## config.mk

```make
export PLATFORM = sky130hd
export DESIGN_NAME = nams_core
export DESIGN_NICKNAME = d
export VERILOG_FILES = /design/src/include/nams_pkg.sv /design/src/hw/nams_core.sv
export VERILOG_INCLUDE_DIRS = /design/src /design/src/include
export SDC_FILE = /design/constraint.sdc
export NUM_CORES = 1
export LEC_CHECK = 0
export BUFFER_PORTS_ARGS = -buffer_cell sky130_fd_sc_hd__buf_2
export CAP_MARGIN = 0
export CORE_ASPECT_RATIO = 0.75
export CORE_MARGIN = 3
export CORE_UTILIZATION = 45
export CTS_CLUSTER_SIZE = 28
export DETAILED_ROUTE_END_ITERATION = 8
export GPL_ROUTABILITY_DRIVEN = 0
export PLACE_DENSITY_LB_ADDON = 0.3
export SYNTH_ARGS = -nofsm -noshare
export SYNTH_HDL_FRONTEND = slang
export SYNTH_SLANG_ARGS = --single-unit
```

## constraint.sdc

```tcl
create_clock -name clock -period 3.2 [get_ports clock]
set_input_delay 0.48 -clock clock [delete_from_list [all_inputs] [get_ports clock]]
set_output_delay 0.48 -clock clock [all_outputs]
set_load 0.01 [all_outputs]
```

## src/include/nams_regs.svh

```systemverilog
// constants for the nfc active mode sequencer
`ifndef NAMS_REGS_SVH
`define NAMS_REGS_SVH
`define NAMS_CLK_HZ 50000000
// collision avoidance sensing time, us
`define NAMS_CA_TIME_US 75
`define NAMS_CA_CYC ((`NAMS_CA_TIME_US * 50))
// initial guard time, us
`define NAMS_IRFG_TIME_US 5000
`define NAMS_IRFG_CYC ((`NAMS_IRFG_TIME_US * 50))
// active guard time, us
`define NAMS_ARFG_TIME_US 75
`define NAMS_ARFG_CYC ((`NAMS_ARFG_TIME_US * 50))
// rate codes
`define NAMS_RATE_106 2'h0
`define NAMS_RATE_212 2'h1
`define NAMS_RATE_424 2'h2
// transport frame start byte
`define NAMS_START_BYTE 8'hf0
`endif

```

## src/include/nams_pkg.sv

```systemverilog
// types for the nfc active mode sequencer
package nams_pkg;
    typedef enum logic [7:0] {
        NAMS_IDLE = 8'h01,
        NAMS_CA = 8'h02,
        NAMS_GUARD = 8'h04,
        NAMS_TXON = 8'h08,
        NAMS_HOLD = 8'h10,
        NAMS_WAIT = 8'h20,
        NAMS_MASK = 8'h40,
        NAMS_RECV = 8'h80
    } nams_state_t;
    typedef struct packed {
        nams_state_t st;
        logic [19:0] cnt;
        logic resp;
        logic [3:0] nslot;
        logic tx_on;
        logic use_ca_thr;
        logic rx_watch;
        logic [1:0] det_rate;
        logic rate_ok;
        logic [1:0] def_rate;
        logic normal;
        logic [2:0] fd_s;
        logic [1:0] rxs_s;
        logic [1:0] rate_s0;
        logic [1:0] rate_s1;
        logic prev_fd;
        logic irq_cat;
        logic irq_cac;
        logic irq_eon;
        logic irq_eof;
        logic irq_nre;
        logic irq_sor;
        logic irq_nfct;
        logic lowpow;
        logic fde;
        logic [7:0] sbyte;
    } nams_regs_t;
endpackage

```

## src/hw/nams_core.sv

```systemverilog
// nfc active mode field sequencer, initiator and target
// Notes on behaviour
// RULE1 - host picks active mode, target bit zero
// RULE2 - same bit rate both directions: 128/64/32
// RULE3 - auto response starts collision avoidance itself
// RULE4 - nfc mode enables field detector, peer threshold
// RULE5 - field-on command uses collision threshold
// RULE6 - only field-on commands set transmitter
// RULE7 - field off after message, gp timer delay
// RULE8 - preset enables am, disables pm
// RULE9 - preset sets transport frame enable
// RULE10 - host keeps slot count zero in loop
// RULE11 - initial field-on: field on, done after guard
// RULE12 - field off starts no-response timer
// RULE13 - peer field on: irq, mask timer, then watch
// RULE14 - peer field off: irq, auto response field-on
// RULE15 - host clears auto response before last command
// RULE16 - target bit enables field detector
// RULE17 - target, no operation bits: low power
// RULE18 - rate detection stores rate, normal uses definition
// RULE19 - start of receive, detect rate, then allow response
// RULE20 - host powers receiver, starts mask timer
// RULE21 - go-normal copies detected rate, normal mode
// RULE22 - slot count sets n in target
// RULE23 - transport frame prefixed with f0 start byte
// RULE24 - initiator loop is explicit state machine
`timescale 1ns/1ps
`default_nettype none
`include "nams_regs.svh"
module nams_core
    import nams_pkg::*;
(
    input wire logic clock,
    input wire logic rstn,
    input wire logic nfc_mode,
    input wire logic target_role,
    input wire logic rate_detect_mode,
    input wire logic [3:0] operation_bits,
    input wire logic auto_response_enable,
    input wire logic response_slot_count_hi,
    input wire logic response_slot_count_lo,
    input wire logic cmd_initial_field_on,
    input wire logic cmd_response_field_on,
    input wire logic cmd_start_mask_timer,
    input wire logic cmd_go_normal,
    input wire logic cmd_analog_preset,
    input wire logic tx_done,
    input wire logic [15:0] gp_timer,
    input wire logic [15:0] no_resp_timer,
    input wire logic [15:0] mask_timer,
    input wire logic field_detect_in,
    input wire logic rx_start_in,
    input wire logic [1:0] rate_in,
    output logic field_detector_enable,
    output logic collision_threshold_sel,
    output logic tx_enable,
    output logic rx_watch,
    output logic am_channel_enable,
    output logic pm_channel_enable,
    output logic transport_frame_enable,
    output logic [7:0] start_byte,
    output logic [1:0] detected_rate,
    output logic [1:0] bit_rate_def,
    output logic [1:0] clock_div_sel,
    output logic low_power,
    output logic irq_collision_done,
    output logic irq_collision_found,
    output logic irq_field_on,
    output logic irq_field_off,
    output logic irq_no_response,
    output logic irq_rx_start,
    output logic irq_rate_detected
);
    nams_regs_t r;
    nams_regs_t next_r;
    logic [2:0] preset_q;
    logic [2:0] next_preset_q;
    logic [1:0] div_q;
    logic [1:0] next_div_q;

    // divider select for the common tx and rx rate
    function automatic logic [1:0] rate_div(input logic [1:0] rate);
        rate_div = (rate == `NAMS_RATE_424) ? 2'h2 : (rate == `NAMS_RATE_212) ? 2'h1 : 2'h0;
    endfunction

    // cycle count from a 16-bit timer word
    function automatic logic [19:0] tcount(input logic [15:0] t);
        tcount = (t == 16'h0000) ? 20'h00001 : {4'h0, t};
    endfunction

    wire fd = r.fd_s[2];
    wire fd_rise = r.fd_s[2] & ~r.prev_fd;
    wire fd_fall = ~r.fd_s[2] & r.prev_fd;
    wire rx_go = r.rxs_s[1];

    // sequencer next state
    always_comb begin
        next_r = r;
        next_preset_q = preset_q;
        next_r.fd_s[2] = r.fd_s[1];
        next_r.fd_s[1] = r.fd_s[0];
        next_r.fd_s[0] = field_detect_in;
        next_r.prev_fd = r.fd_s[2];
        next_r.rxs_s = {r.rxs_s[0], rx_start_in};
        next_r.rate_s0 = rate_in;
        next_r.rate_s1 = r.rate_s0;
        next_r.irq_cat = 1'b0;
        next_r.irq_cac = 1'b0;
        next_r.irq_eon = 1'b0;
        next_r.irq_eof = 1'b0;
        next_r.irq_nre = 1'b0;
        next_r.irq_sor = 1'b0;
        next_r.irq_nfct = 1'b0;
        next_r.lowpow = target_role && (operation_bits == 4'h0); // [RULE17]
        next_r.fde = nfc_mode || target_role; // [RULE4] [RULE16]
        next_r.nslot = target_role ?
            {2'h0, response_slot_count_hi, response_slot_count_lo} : 4'h0; // [RULE22]
        if (cmd_analog_preset) begin
            next_preset_q = 3'b101; // am on, pm off, transport frame [RULE8] [RULE9]
        end
        next_r.sbyte = next_preset_q[0] ? `NAMS_START_BYTE : 8'h00; // [RULE23]
        if (cmd_go_normal && target_role) begin
            next_r.def_rate = r.det_rate; // [RULE21]
            next_r.normal = 1'b1;
        end
        if (!target_role) begin
            next_r.normal = 1'b0;
            next_r.rate_ok = 1'b0;
        end
        if (r.cnt != 20'h00000) begin
            next_r.cnt = r.cnt - 20'h00001;
        end
        case (r.st) // one state per loop step [RULE24]
            NAMS_IDLE: begin
                next_r.rx_watch = 1'b0;
                if (nfc_mode && (cmd_initial_field_on || cmd_response_field_on)) begin
                    next_r.st = NAMS_CA;
                    next_r.resp = cmd_response_field_on;
                    next_r.use_ca_thr = 1'b1; // [RULE5]
                    next_r.cnt = 20'(`NAMS_CA_CYC);
                end else if (target_role && fd_rise) begin
                    next_r.irq_eon = 1'b1; // first peer field in target
                    next_r.st = NAMS_WAIT;
                    next_r.cnt = 20'h00000;
                end
            end
            NAMS_CA: begin
                if (fd) begin
                    next_r.irq_cac = 1'b1;
                    next_r.use_ca_thr = 1'b0;
                    next_r.st = NAMS_IDLE;
                end else if (r.cnt == 20'h00000) begin
                    next_r.tx_on = 1'b1; // [RULE6] [RULE11]
                    next_r.use_ca_thr = 1'b0;
                    next_r.st = NAMS_GUARD;
                    next_r.cnt = r.resp ? 20'(`NAMS_ARFG_CYC) + {16'h0000, r.nslot} :
                        20'(`NAMS_IRFG_CYC);
                end
            end
            NAMS_GUARD: begin
                if (r.cnt == 20'h00000) begin
                    next_r.irq_cat = 1'b1; // [RULE11] [RULE14]
                    next_r.st = NAMS_TXON;
                end
            end
            NAMS_TXON: begin
                if (tx_done) begin
                    next_r.st = NAMS_HOLD;
                    next_r.cnt = tcount(gp_timer); // [RULE7]
                end
            end
            NAMS_HOLD: begin
                if (r.cnt == 20'h00000) begin
                    next_r.tx_on = 1'b0; // [RULE7]
                    next_r.st = NAMS_WAIT;
                    next_r.cnt = tcount(no_resp_timer); // [RULE12]
                end
            end
            NAMS_WAIT: begin
                if (fd) begin
                    next_r.irq_eon = !target_role || r.rate_ok; // [RULE13]
                    if (!target_role || r.rate_ok) begin
                        next_r.st = NAMS_MASK;
                        next_r.cnt = tcount(mask_timer);
                    end else if (cmd_start_mask_timer) begin
                        next_r.st = NAMS_MASK; // [RULE20]
                        next_r.cnt = tcount(mask_timer);
                    end
                end else if (!target_role && r.cnt == 20'h00000) begin
                    next_r.irq_nre = 1'b1; // [RULE12]
                    next_r.st = NAMS_IDLE;
                end else if (target_role && !fd) begin
                    next_r.st = NAMS_WAIT;
                end
            end
            NAMS_MASK: begin
                if (r.cnt == 20'h00000) begin
                    next_r.rx_watch = 1'b1; // [RULE13]
                    next_r.st = NAMS_RECV;
                end
            end
            NAMS_RECV: begin
                if (rx_go && target_role && rate_detect_mode && !r.normal && !r.rate_ok) begin
                    next_r.irq_sor = 1'b1; // [RULE19]
                    next_r.irq_nfct = 1'b1;
                    next_r.det_rate = r.rate_s1; // [RULE18]
                    next_r.rate_ok = 1'b1;
                end
                if (fd_fall) begin
                    next_r.irq_eof = 1'b1; // [RULE14]
                    next_r.rx_watch = 1'b0;
                    if (auto_response_enable && (!target_role || r.rate_ok ||
                        r.normal || !rate_detect_mode)) begin
                        next_r.st = NAMS_CA; // [RULE3] [RULE14] [RULE19]
                        next_r.resp = 1'b1;
                        next_r.use_ca_thr = 1'b1;
                        next_r.cnt = 20'(`NAMS_CA_CYC);
                    end else begin
                        next_r.st = NAMS_IDLE;
                    end
                end
            end
            default: begin
                next_r.st = NAMS_IDLE;
            end
        endcase
        if (!nfc_mode && !target_role) begin
            next_r.st = NAMS_IDLE;
            next_r.tx_on = 1'b0;
            next_r.rx_watch = 1'b0;
            next_r.use_ca_thr = 1'b0;
        end
    end

    // rate in use: detected in rate mode, else definition
    always_comb begin
        next_div_q = rate_div((target_role && !r.normal && r.rate_ok) ? r.det_rate :
            r.def_rate); // [RULE2] [RULE18]
    end

    // state registers, async reset to constants only
    always_ff @(posedge clock or negedge rstn) begin
        if (!rstn) begin
            r <= '{st: NAMS_IDLE, default: '0};
            preset_q <= 3'h0;
            div_q <= 2'h0;
        end else begin
            r <= next_r;
            preset_q <= next_preset_q;
            div_q <= next_div_q;
        end
    end

    // outputs straight from flip-flops
    assign field_detector_enable = r.fde; // [RULE4] [RULE16]
    assign collision_threshold_sel = r.use_ca_thr; // [RULE5]
    assign tx_enable = r.tx_on; // [RULE6]
    assign rx_watch = r.rx_watch;
    // preset bits: am on, pm off, transport frame [RULE8] [RULE9]
    assign am_channel_enable = preset_q[2];
    assign pm_channel_enable = preset_q[1];
    assign transport_frame_enable = preset_q[0];
    assign start_byte = r.sbyte; // [RULE23]
    assign detected_rate = r.det_rate; // [RULE18]
    assign bit_rate_def = r.def_rate; // [RULE21]
    assign clock_div_sel = div_q; // [RULE2]
    assign low_power = r.lowpow; // [RULE17]
    // event strobes, one cycle each; field-on lasts two if a rate_ok target sees the field rise in idle
    assign irq_collision_done = r.irq_cat;
    assign irq_collision_found = r.irq_cac;
    assign irq_field_on = r.irq_eon;
    assign irq_field_off = r.irq_eof;
    assign irq_no_response = r.irq_nre;
    assign irq_rx_start = r.irq_sor;
    assign irq_rate_detected = r.irq_nfct;
endmodule
`default_nettype wire

```

; Word-level counts from Yosys, hierarchy flattened
; Index checks and enable logic that the tools add are counted.
[word_totals]
wordCells = 169
ff_bits = 71
input_bits = 70
output_inout_bits = 29
[classes]
bitwise = 4
n_mux = 66
addsub = 2
n_eq_ne = 27
reduce_logical = 41
[ops]
columns = op, count
row1 = $mux W28, 7
row2 = $pmux W20 S6, 1
row3 = $mux W8, 8
row4 = $pmux W8 S8, 1
row5 = $mux W20, 3
row6 = $logic_not A16 Y1, 3
row7 = $mux W16, 3
row8 = $mux W29, 1
row9 = $ne A3 B3 Y1 const B, 9
row10 = $mux W1, 26
row11 = $mux W21, 1
row12 = $logic_not A20 Y1, 1
row13 = $reduce_bool A20 Y1, 1
row14 = $sub A20 B1 Y20 const B, 1
row15 = $mux W18, 1
row16 = $mux W2, 8
row17 = $logic_and A1 B1 Y1, 14
row18 = $add A12 B2 Y13 const A, 1
row19 = $ne A5 B5 Y1 const B, 2
row20 = $reduce_and A9 Y1, 1
row21 = $eq A8 B1 Y1 const B, 1
row22 = $eq A8 B2 Y1 const B, 1
row23 = $eq A8 B3 Y1 const B, 1
row24 = $eq A8 B4 Y1 const B, 1
row25 = 24 further kinds, 43

; Logic depth before layout (Yosys ltp)
; Gate-level depths: netlist of run 1.
[depth]
word_depth = 9
depth_mapped = 10
depth_no_buf = 8

; Least setup slack after synthesis of run 1
; OpenSTA, ideal clock, no wires.
[synth_timing]
path_type = register -> register
startpoint = register r[41] in the netlist's numbering
endpoint = register r[52] in the netlist's numbering
required_time_ns = 3.074
path_stages_with_launch = 9
synth_period_minus_slack_ns = 2.624
arrival_ns = 2.498
setup_time_ns = 0.126
slack_ns = 0.576
n_path_buf = 0
path_cell_list = dfrtp_1 inv_1 ha_1 or4b_4 or4_4 or3_4 nor2_4 o211ai_4 a221o_1
[synth_lines]
columns = element, line
row1 = "start, declared", nams_core.sv:74  ; nams_regs_t r;
row2 = "start signal, assigned", nams_core.sv:248  ; r <= next_r;

==> flow_summary.toml, run 1 <==
[run_status]
status = "finished, final reports clean"

[timing]
clock_skew_ns = 0.00794
worstMarginPinSlew_ns = 1.08
max_freq_ghz = 0.353
finalCritPeriodShare_pct = 88.6
rsz0062_at_grt = "no"
setup_viol = 0
drv_slew = 0
fin_setup_tns_ns = 0
finalCriticalPeriod_ns = 2.84
whs_ns = 0.243
relSlewSlack_pct = 28.2
hold_violations = 0

[worst_setup_path]
crit_fanout = 6
crit_family = "simple AND/OR/NAND/NOR gates"
endpoint_kind = "register"
r2r_cells = 8
cp-startpoint = "r[42]"
cp_num_cells = 8
slowest_delay_ns = 0.53
r2r_slack_ns = 0.36
path_cells = "inv_1, ha_1, or4b_4, or4_4, or3_4, nor2_4, o211ai_4, a221o_1"
endpoint = "r[52]"
crit_buf_inv = 1
timing.rr.end = "r[52]"
crit_slowest_cell = "or4b_4"
critPathLaunchType = "register"
crit_arrival_ns = 3.06
cp.required_ns = 3.43
worst-setup-path-type = "reg -> reg"
r2r-start = "r[42]"

[routing]
drc = 0
ant_nets = 0
drt_pass1_iterations = 5
via_per_inst = 6.20
drt_wl_total_mm = 11.6
vias = 3700
drt_iter0_markers = 462
wl_per_cell_um = 19.5

[clock_tree]
htree_levels = 3
cts_root_buffer = "clkbuf_8"
postCtsSetupBuffers = 0
clk_path_buf_depth = 2
hold_buffers = 0
path_clk_slew_ns = 0.08
cts_tree = "done"
ctsResizeCount = 0
clock_sinks = 62
numCtsBuffers = 9
insertion_delay_ns = 0.34

[die]
fp.coreArea_um2 = 7630
die-width_um = 111
io_pins = 99
fp.dieArea_um2 = 9330
die_y_um = 84.4
num_rows = 27
initial_utilization_pct = 48.3

[synth]
synthesis.area_um2 = 3690
synth_seq_cells = 62
synth-warning-count = 0
synth_edf_count = 0
yosys.area.top_type_share_pct = 41.4
synthArstFlopShare_pct = 100
yosysSeqAreaShare_pct = 42.1
synth_top_cell_by_area = "dfrtp_1"
ys_top_cells_by_area = "dfrtp_1, nand2_1, nor4_1"
avgSynthCellArea_um2 = 9.41
synth_ff_type = "dfrtp_1"
yosysUniqueCellTypes = 71
synth_cells = 392

[finish]
stdcell_count = 597
final_common_cell = "buf_2"
fin_nets = 562
drive_above_1_share_pct = 31.7
antenna_cells = 0
syn2layout_area_growth_pct = 20.4
final_util_pct = 58.2
final_cell_mix = "buf_2, dfrtp_1, nand2_1"

[global_route]
grt_overflow = 0
grt_pass1_vias = 3560
grt_pass1_wl_mm = 18.3
grt_max_degree = 49
grt_use_total_pct = 24.7
antenna_found_initial = 0

[pwr]
peakVddDrop_mv = 0.329
clock_power_share_pct = 24.8
p_sw_mw = 1.05
switching_share_pct = 38.1
p_total_mw = 2.76
seqPwrFrac_pct = 38.7
p_per_area_nw_per_um2 = 621
intPower_mw = 1.71
p_comb_share_pct = 36.5
p_leak_nw = 2.05

[placed_design]
portBuffers = 93
dp_hpwl_mm = 9.12
place_inst = 581

[flow_run]
cap_viol_max_count = 0

[worst_hold_path]
holdCritPathClass = "in -> reg"
## sequential cells by signal, indices dropped and copies added, names as in the netlist, 2 cells and up
register       count
next_r             5
r                 37
bit_rate_def       2
detected_rate      2
clock_div_sel      2
## cell families after synthesis
kind of cell / after synthesis / synth area share (%)
flip-flops: 62 / 42.1
buffers and inverters: 38 / 6.37
other: 1 / 0.102
XOR/XNOR: 16 / 3.80
multiplexers: 5 / 1.39
AO/OA/AOI/OAI: 90 / 17.3
AND/OR/NAND/NOR: 179 / 28.7
adder cells (fa/ha/maj): 1 / 0.339
## synthesized netlist by cell type, types with 6 or more instances
master / number
a21oi_1: 17
a221oi_1: 8
a22o_1: 6
buf_4: 16
dfrtp_1: 61
inv_1: 9
nand2_1: 38
nand3_1: 9
nand4_1: 7
nor2_1: 31
nor3_1: 10
nor4_1: 20
o21ai_0: 20
xnor2_1: 13
## cell type report
| class | instances | area (um^2) |
|---|---|---|
| clock inverters | 7 | 73.8 |
| flip-flops and latches | 62 | 1550 |
| fillers | 682 | 3190 |
| well taps | 101 | 126 |
| multi-input cells | 296 | 1920 |
| repair buffers | 113 | 616 |
| clock buffers | 9 | 124 |
| inverters | 9 | 33.8 |
## metal layers
layer	wire [um]	vias to the layer above	global-route usage, %
met4	297	0	8.05
met1	4630	1719	33.0
met2	5000	283	36.2
li1	-	1652	-
met5	0	-	0
met3	1690	46	10.7
## worst min path at each step
stage                start               to  slack (ns)  cells after the start
6_report        rate_in[0]       next_r[18]        0.24                      1
2_1_floorplan         rstn  bit_rate_def[0]        0.18                      0
3_5_place_dp    next_r[18]            r[18]        0.34                      0
3_3_place_gp    next_r[26]               fd        0.33                      0
5_1_grt        rx_start_in       next_r[23]        0.22                      1
4_1_cts        rx_start_in       next_r[23]        0.23                      1
## power by group through the flow
stage / Combinational (mW) / Sequential, mW / Clock (mW)
6_report: 1.01 / 1.07 / 0.685
5_1_grt: 1.09 / 1.08 / 0.742
4_1_cts: 0.978 / 1.06 / 0.702
3_5_place_dp: 0.970 / 1.07 / 0
3_3_place_gp: 0.947 / 1.06 / 0
2_1_floorplan: 0.694 / 0.996 / 0
## through the flow
step | worst slack, ns | area, um^2
after global placement | 0.481 | 4250
after detailed placement | 0.390 | 4250
after floorplan | 0.576 | 3700
after global routing | 0.123 | 4440
final | 0.364 | 4440
after CTS | 0.370 | 4440
## worst reg2reg max path, stage by stage, from the launching register on
cell,delay [ns]
dfrtp_1,0.39
inv_1,0.10
ha_1,0.22
or4b_4,0.53
or4_4,0.53
or3_4,0.41
nor2_4,0.11
o211ai_4,0.10
a221o_1,0.31
(Power assumes the default switching activity.)
==> inputs of run 2 (changes only) <==
--- a/config.mk
+++ b/config.mk
@@ -10,7 +10,8 @@
 export CAP_MARGIN = 0
 export CORE_ASPECT_RATIO = 0.75
 export CORE_MARGIN = 3
-export CORE_UTILIZATION = 45
+export CORE_UTILIZATION = 55
+export CTS_BUF_LIST = sky130_fd_sc_hd__clkbuf_8
 export CTS_CLUSTER_SIZE = 28
 export DETAILED_ROUTE_END_ITERATION = 8
 export GPL_ROUTABILITY_DRIVEN = 0
==> run 2 against run 1 <==
Compared with the run above: sequential share of layout area increased by 0.39 points; clock skew about the same; via count decreased by 0.76%; register-to-register slack got worse by 0.24 ns; count of clock-buffer cells in the layout rose by 3; global-route usage rose by 3.8 points; power rose by 2.8%; critical path depth unchanged; die area fell by 17%; non-clock buffer count is 8 lower; maximum frequency decreased by 7.8%; critical path type unchanged.
==> flow_summary.toml, run 2 (synthesis results as in run 1) <==
[clock_tree]
postCtsSetupBuffers = 0
path_clk_slew_ns = 0.07
hold_buffers = 0
cts_root_buffer = "clkbuf_8"
insertion_delay_ns = 0.34
clk_path_buf_depth = 2
htree_levels = 3
clock_sinks = 62
ctsResizeCount = 0
cts_tree = "done"
numCtsBuffers = 9

[pwr]
p_per_area_nw_per_um2 = 646
peakVddDrop_mv = 0.301
switching_share_pct = 35.9
intPower_mw = 1.82
seqPwrFrac_pct = 37.3
p_sw_mw = 1.02
p_total_mw = 2.84
p_comb_share_pct = 34.4
p_leak_nw = 2.04
clock_power_share_pct = 28.4

[timing]
finalCriticalPeriod_ns = 3.08
relSlewSlack_pct = 46.3
max_freq_ghz = 0.325
drv_slew = 0
rsz0062_at_grt = "no"
fin_setup_tns_ns = 0
worstMarginPinSlew_ns = 0.806
hold_violations = 0
whs_ns = 0.168
setup_viol = 0
finalCritPeriodShare_pct = 96.1
clock_skew_ns = 0.00825

[global_route]
grt_overflow = 0
grt_max_degree = 33
antenna_found_initial = 0
grt_pass1_vias = 3410
grt_pass1_wl_mm = 17.1
grt_use_total_pct = 28.5

[routing]
ant_nets = 0
drt_pass1_iterations = 6
drt_iter0_markers = 463
vias = 3672
wl_per_cell_um = 19.4
via_per_inst = 6.45
drc = 0
drt_wl_total_mm = 11.1

[worst_setup_path]
worst-setup-path-type = "reg -> reg"
crit_fanout = 16
endpoint_kind = "register"
cp-startpoint = "r[42]"
cp.required_ns = 3.43
crit_slowest_cell = "or4b_4"
r2r-start = "r[42]"
path_cells = "inv_1, ha_1, or4b_4, or3_4, or2_1, o21ai_0, o2111ai_1, o211a_1"
critPathLaunchType = "register"
crit_arrival_ns = 3.31
slowest_delay_ns = 0.54

[placed_design]
placed_area_um2 = 4160
dp_hpwl_mm = 8.47
portBuffers = 93

[finish]
syn2layout_area_growth_pct = 19.1
fillerInstances = 521
antenna_cells = 0
final_util_pct = 68.5
design_area_um2 = 4390
final_common_cell = "buf_2"
regMostFlops = "r"
drive_above_1_share_pct = 30.3
final_cell_mix = "buf_2, dfrtp_1, nand2_1"
fin_nets = 554
largest_reg_flops = 37

[die]
fp.dieArea_um2 = 7740
fp.coreArea_um2 = 6410
io_pins = 99
die_y_um = 76.9
num_rows = 25
initial_utilization_pct = 57.5
die-width_um = 101

[flow_run]
cap_viol_max_count = 0

[worst_hold_path]
holdCritPathClass = "in -> async"

[run_status]
status = "finished, final reports clean"
## run 2: cell type report
cell class | instances | area [um^2] | area share, %
Tap cell | 81 | 101 | 2.31
Clock inverter | 4 | 68.8 | 1.57
Multi-Input combinational cell | 296 | 1920 | 43.6
Sequential cell | 62 | 1550 | 35.3
Inverter | 9 | 33.8 | 0.769
Timing Repair Buffer | 105 | 556 | 12.6
Clock buffer | 12 | 165 | 3.76
## run 2: metal layers
metal / routed length, um / global-route usage, % / share of wire (%) / vias up
li1: - / - / - / 1641
met4: 238 / 9.29 / 2.2 / 0
met1: 4600 / 40.2 / 42 / 1742
met3: 1390 / 10.6 / 13 / 36
met2: 4820 / 40.5 / 44 / 253
met5: 0 / 0 / 0 / -
## run 2: per-stage QoR
| stage | setup slack, ns | instances |
|---|---|---|
| detailed placement | 0.261 | 553 |
| floorplan | 0.576 | 396 |
| finish | 0.125 | 569 |
| global placement | 0.392 | 553 |
| global route | 0.0129 | 569 |
| CTS | 0.171 | 569 |
## run 2: worst paths after layout
check / end / slack, ns / cells past startpoint
worst min-delay path: r[49] / 0.17 / 1
worst min register to register: r[18] / 0.35 / 0
worst max register to register: r[42] / 0.12 / 8
max in group asynchronous: irq_collision_done / 2.15 / 2
worst max-delay path: r[42] / 0.12 / 8
min in group clock: next_r[18] / 0.24 / 1
## run 2: worst max-delay path, delay by kind of cell (launching register included)
| family | cells | cell delay [ns] |
|---|---|---|
| buffers and inverters | 1 | 0.11 |
| adder cells (fa/ha/maj) | 1 | 0.21 |
| flip-flops | 1 | 0.40 |
| AO/OA/AOI/OAI | 3 | 0.76 |
| AND/OR/NAND/NOR | 3 | 1.46 |
## run 2: power groups by stage
stage	clock network [mW]	logic (mW)	registers (mW)
floorplan	0	0.694	0.996
global placement	0	0.895	1.06
detailed placement	0	0.927	1.06
CTS	0.809	0.939	1.05
global route	0.848	1.04	1.07
finish	0.805	0.976	1.06
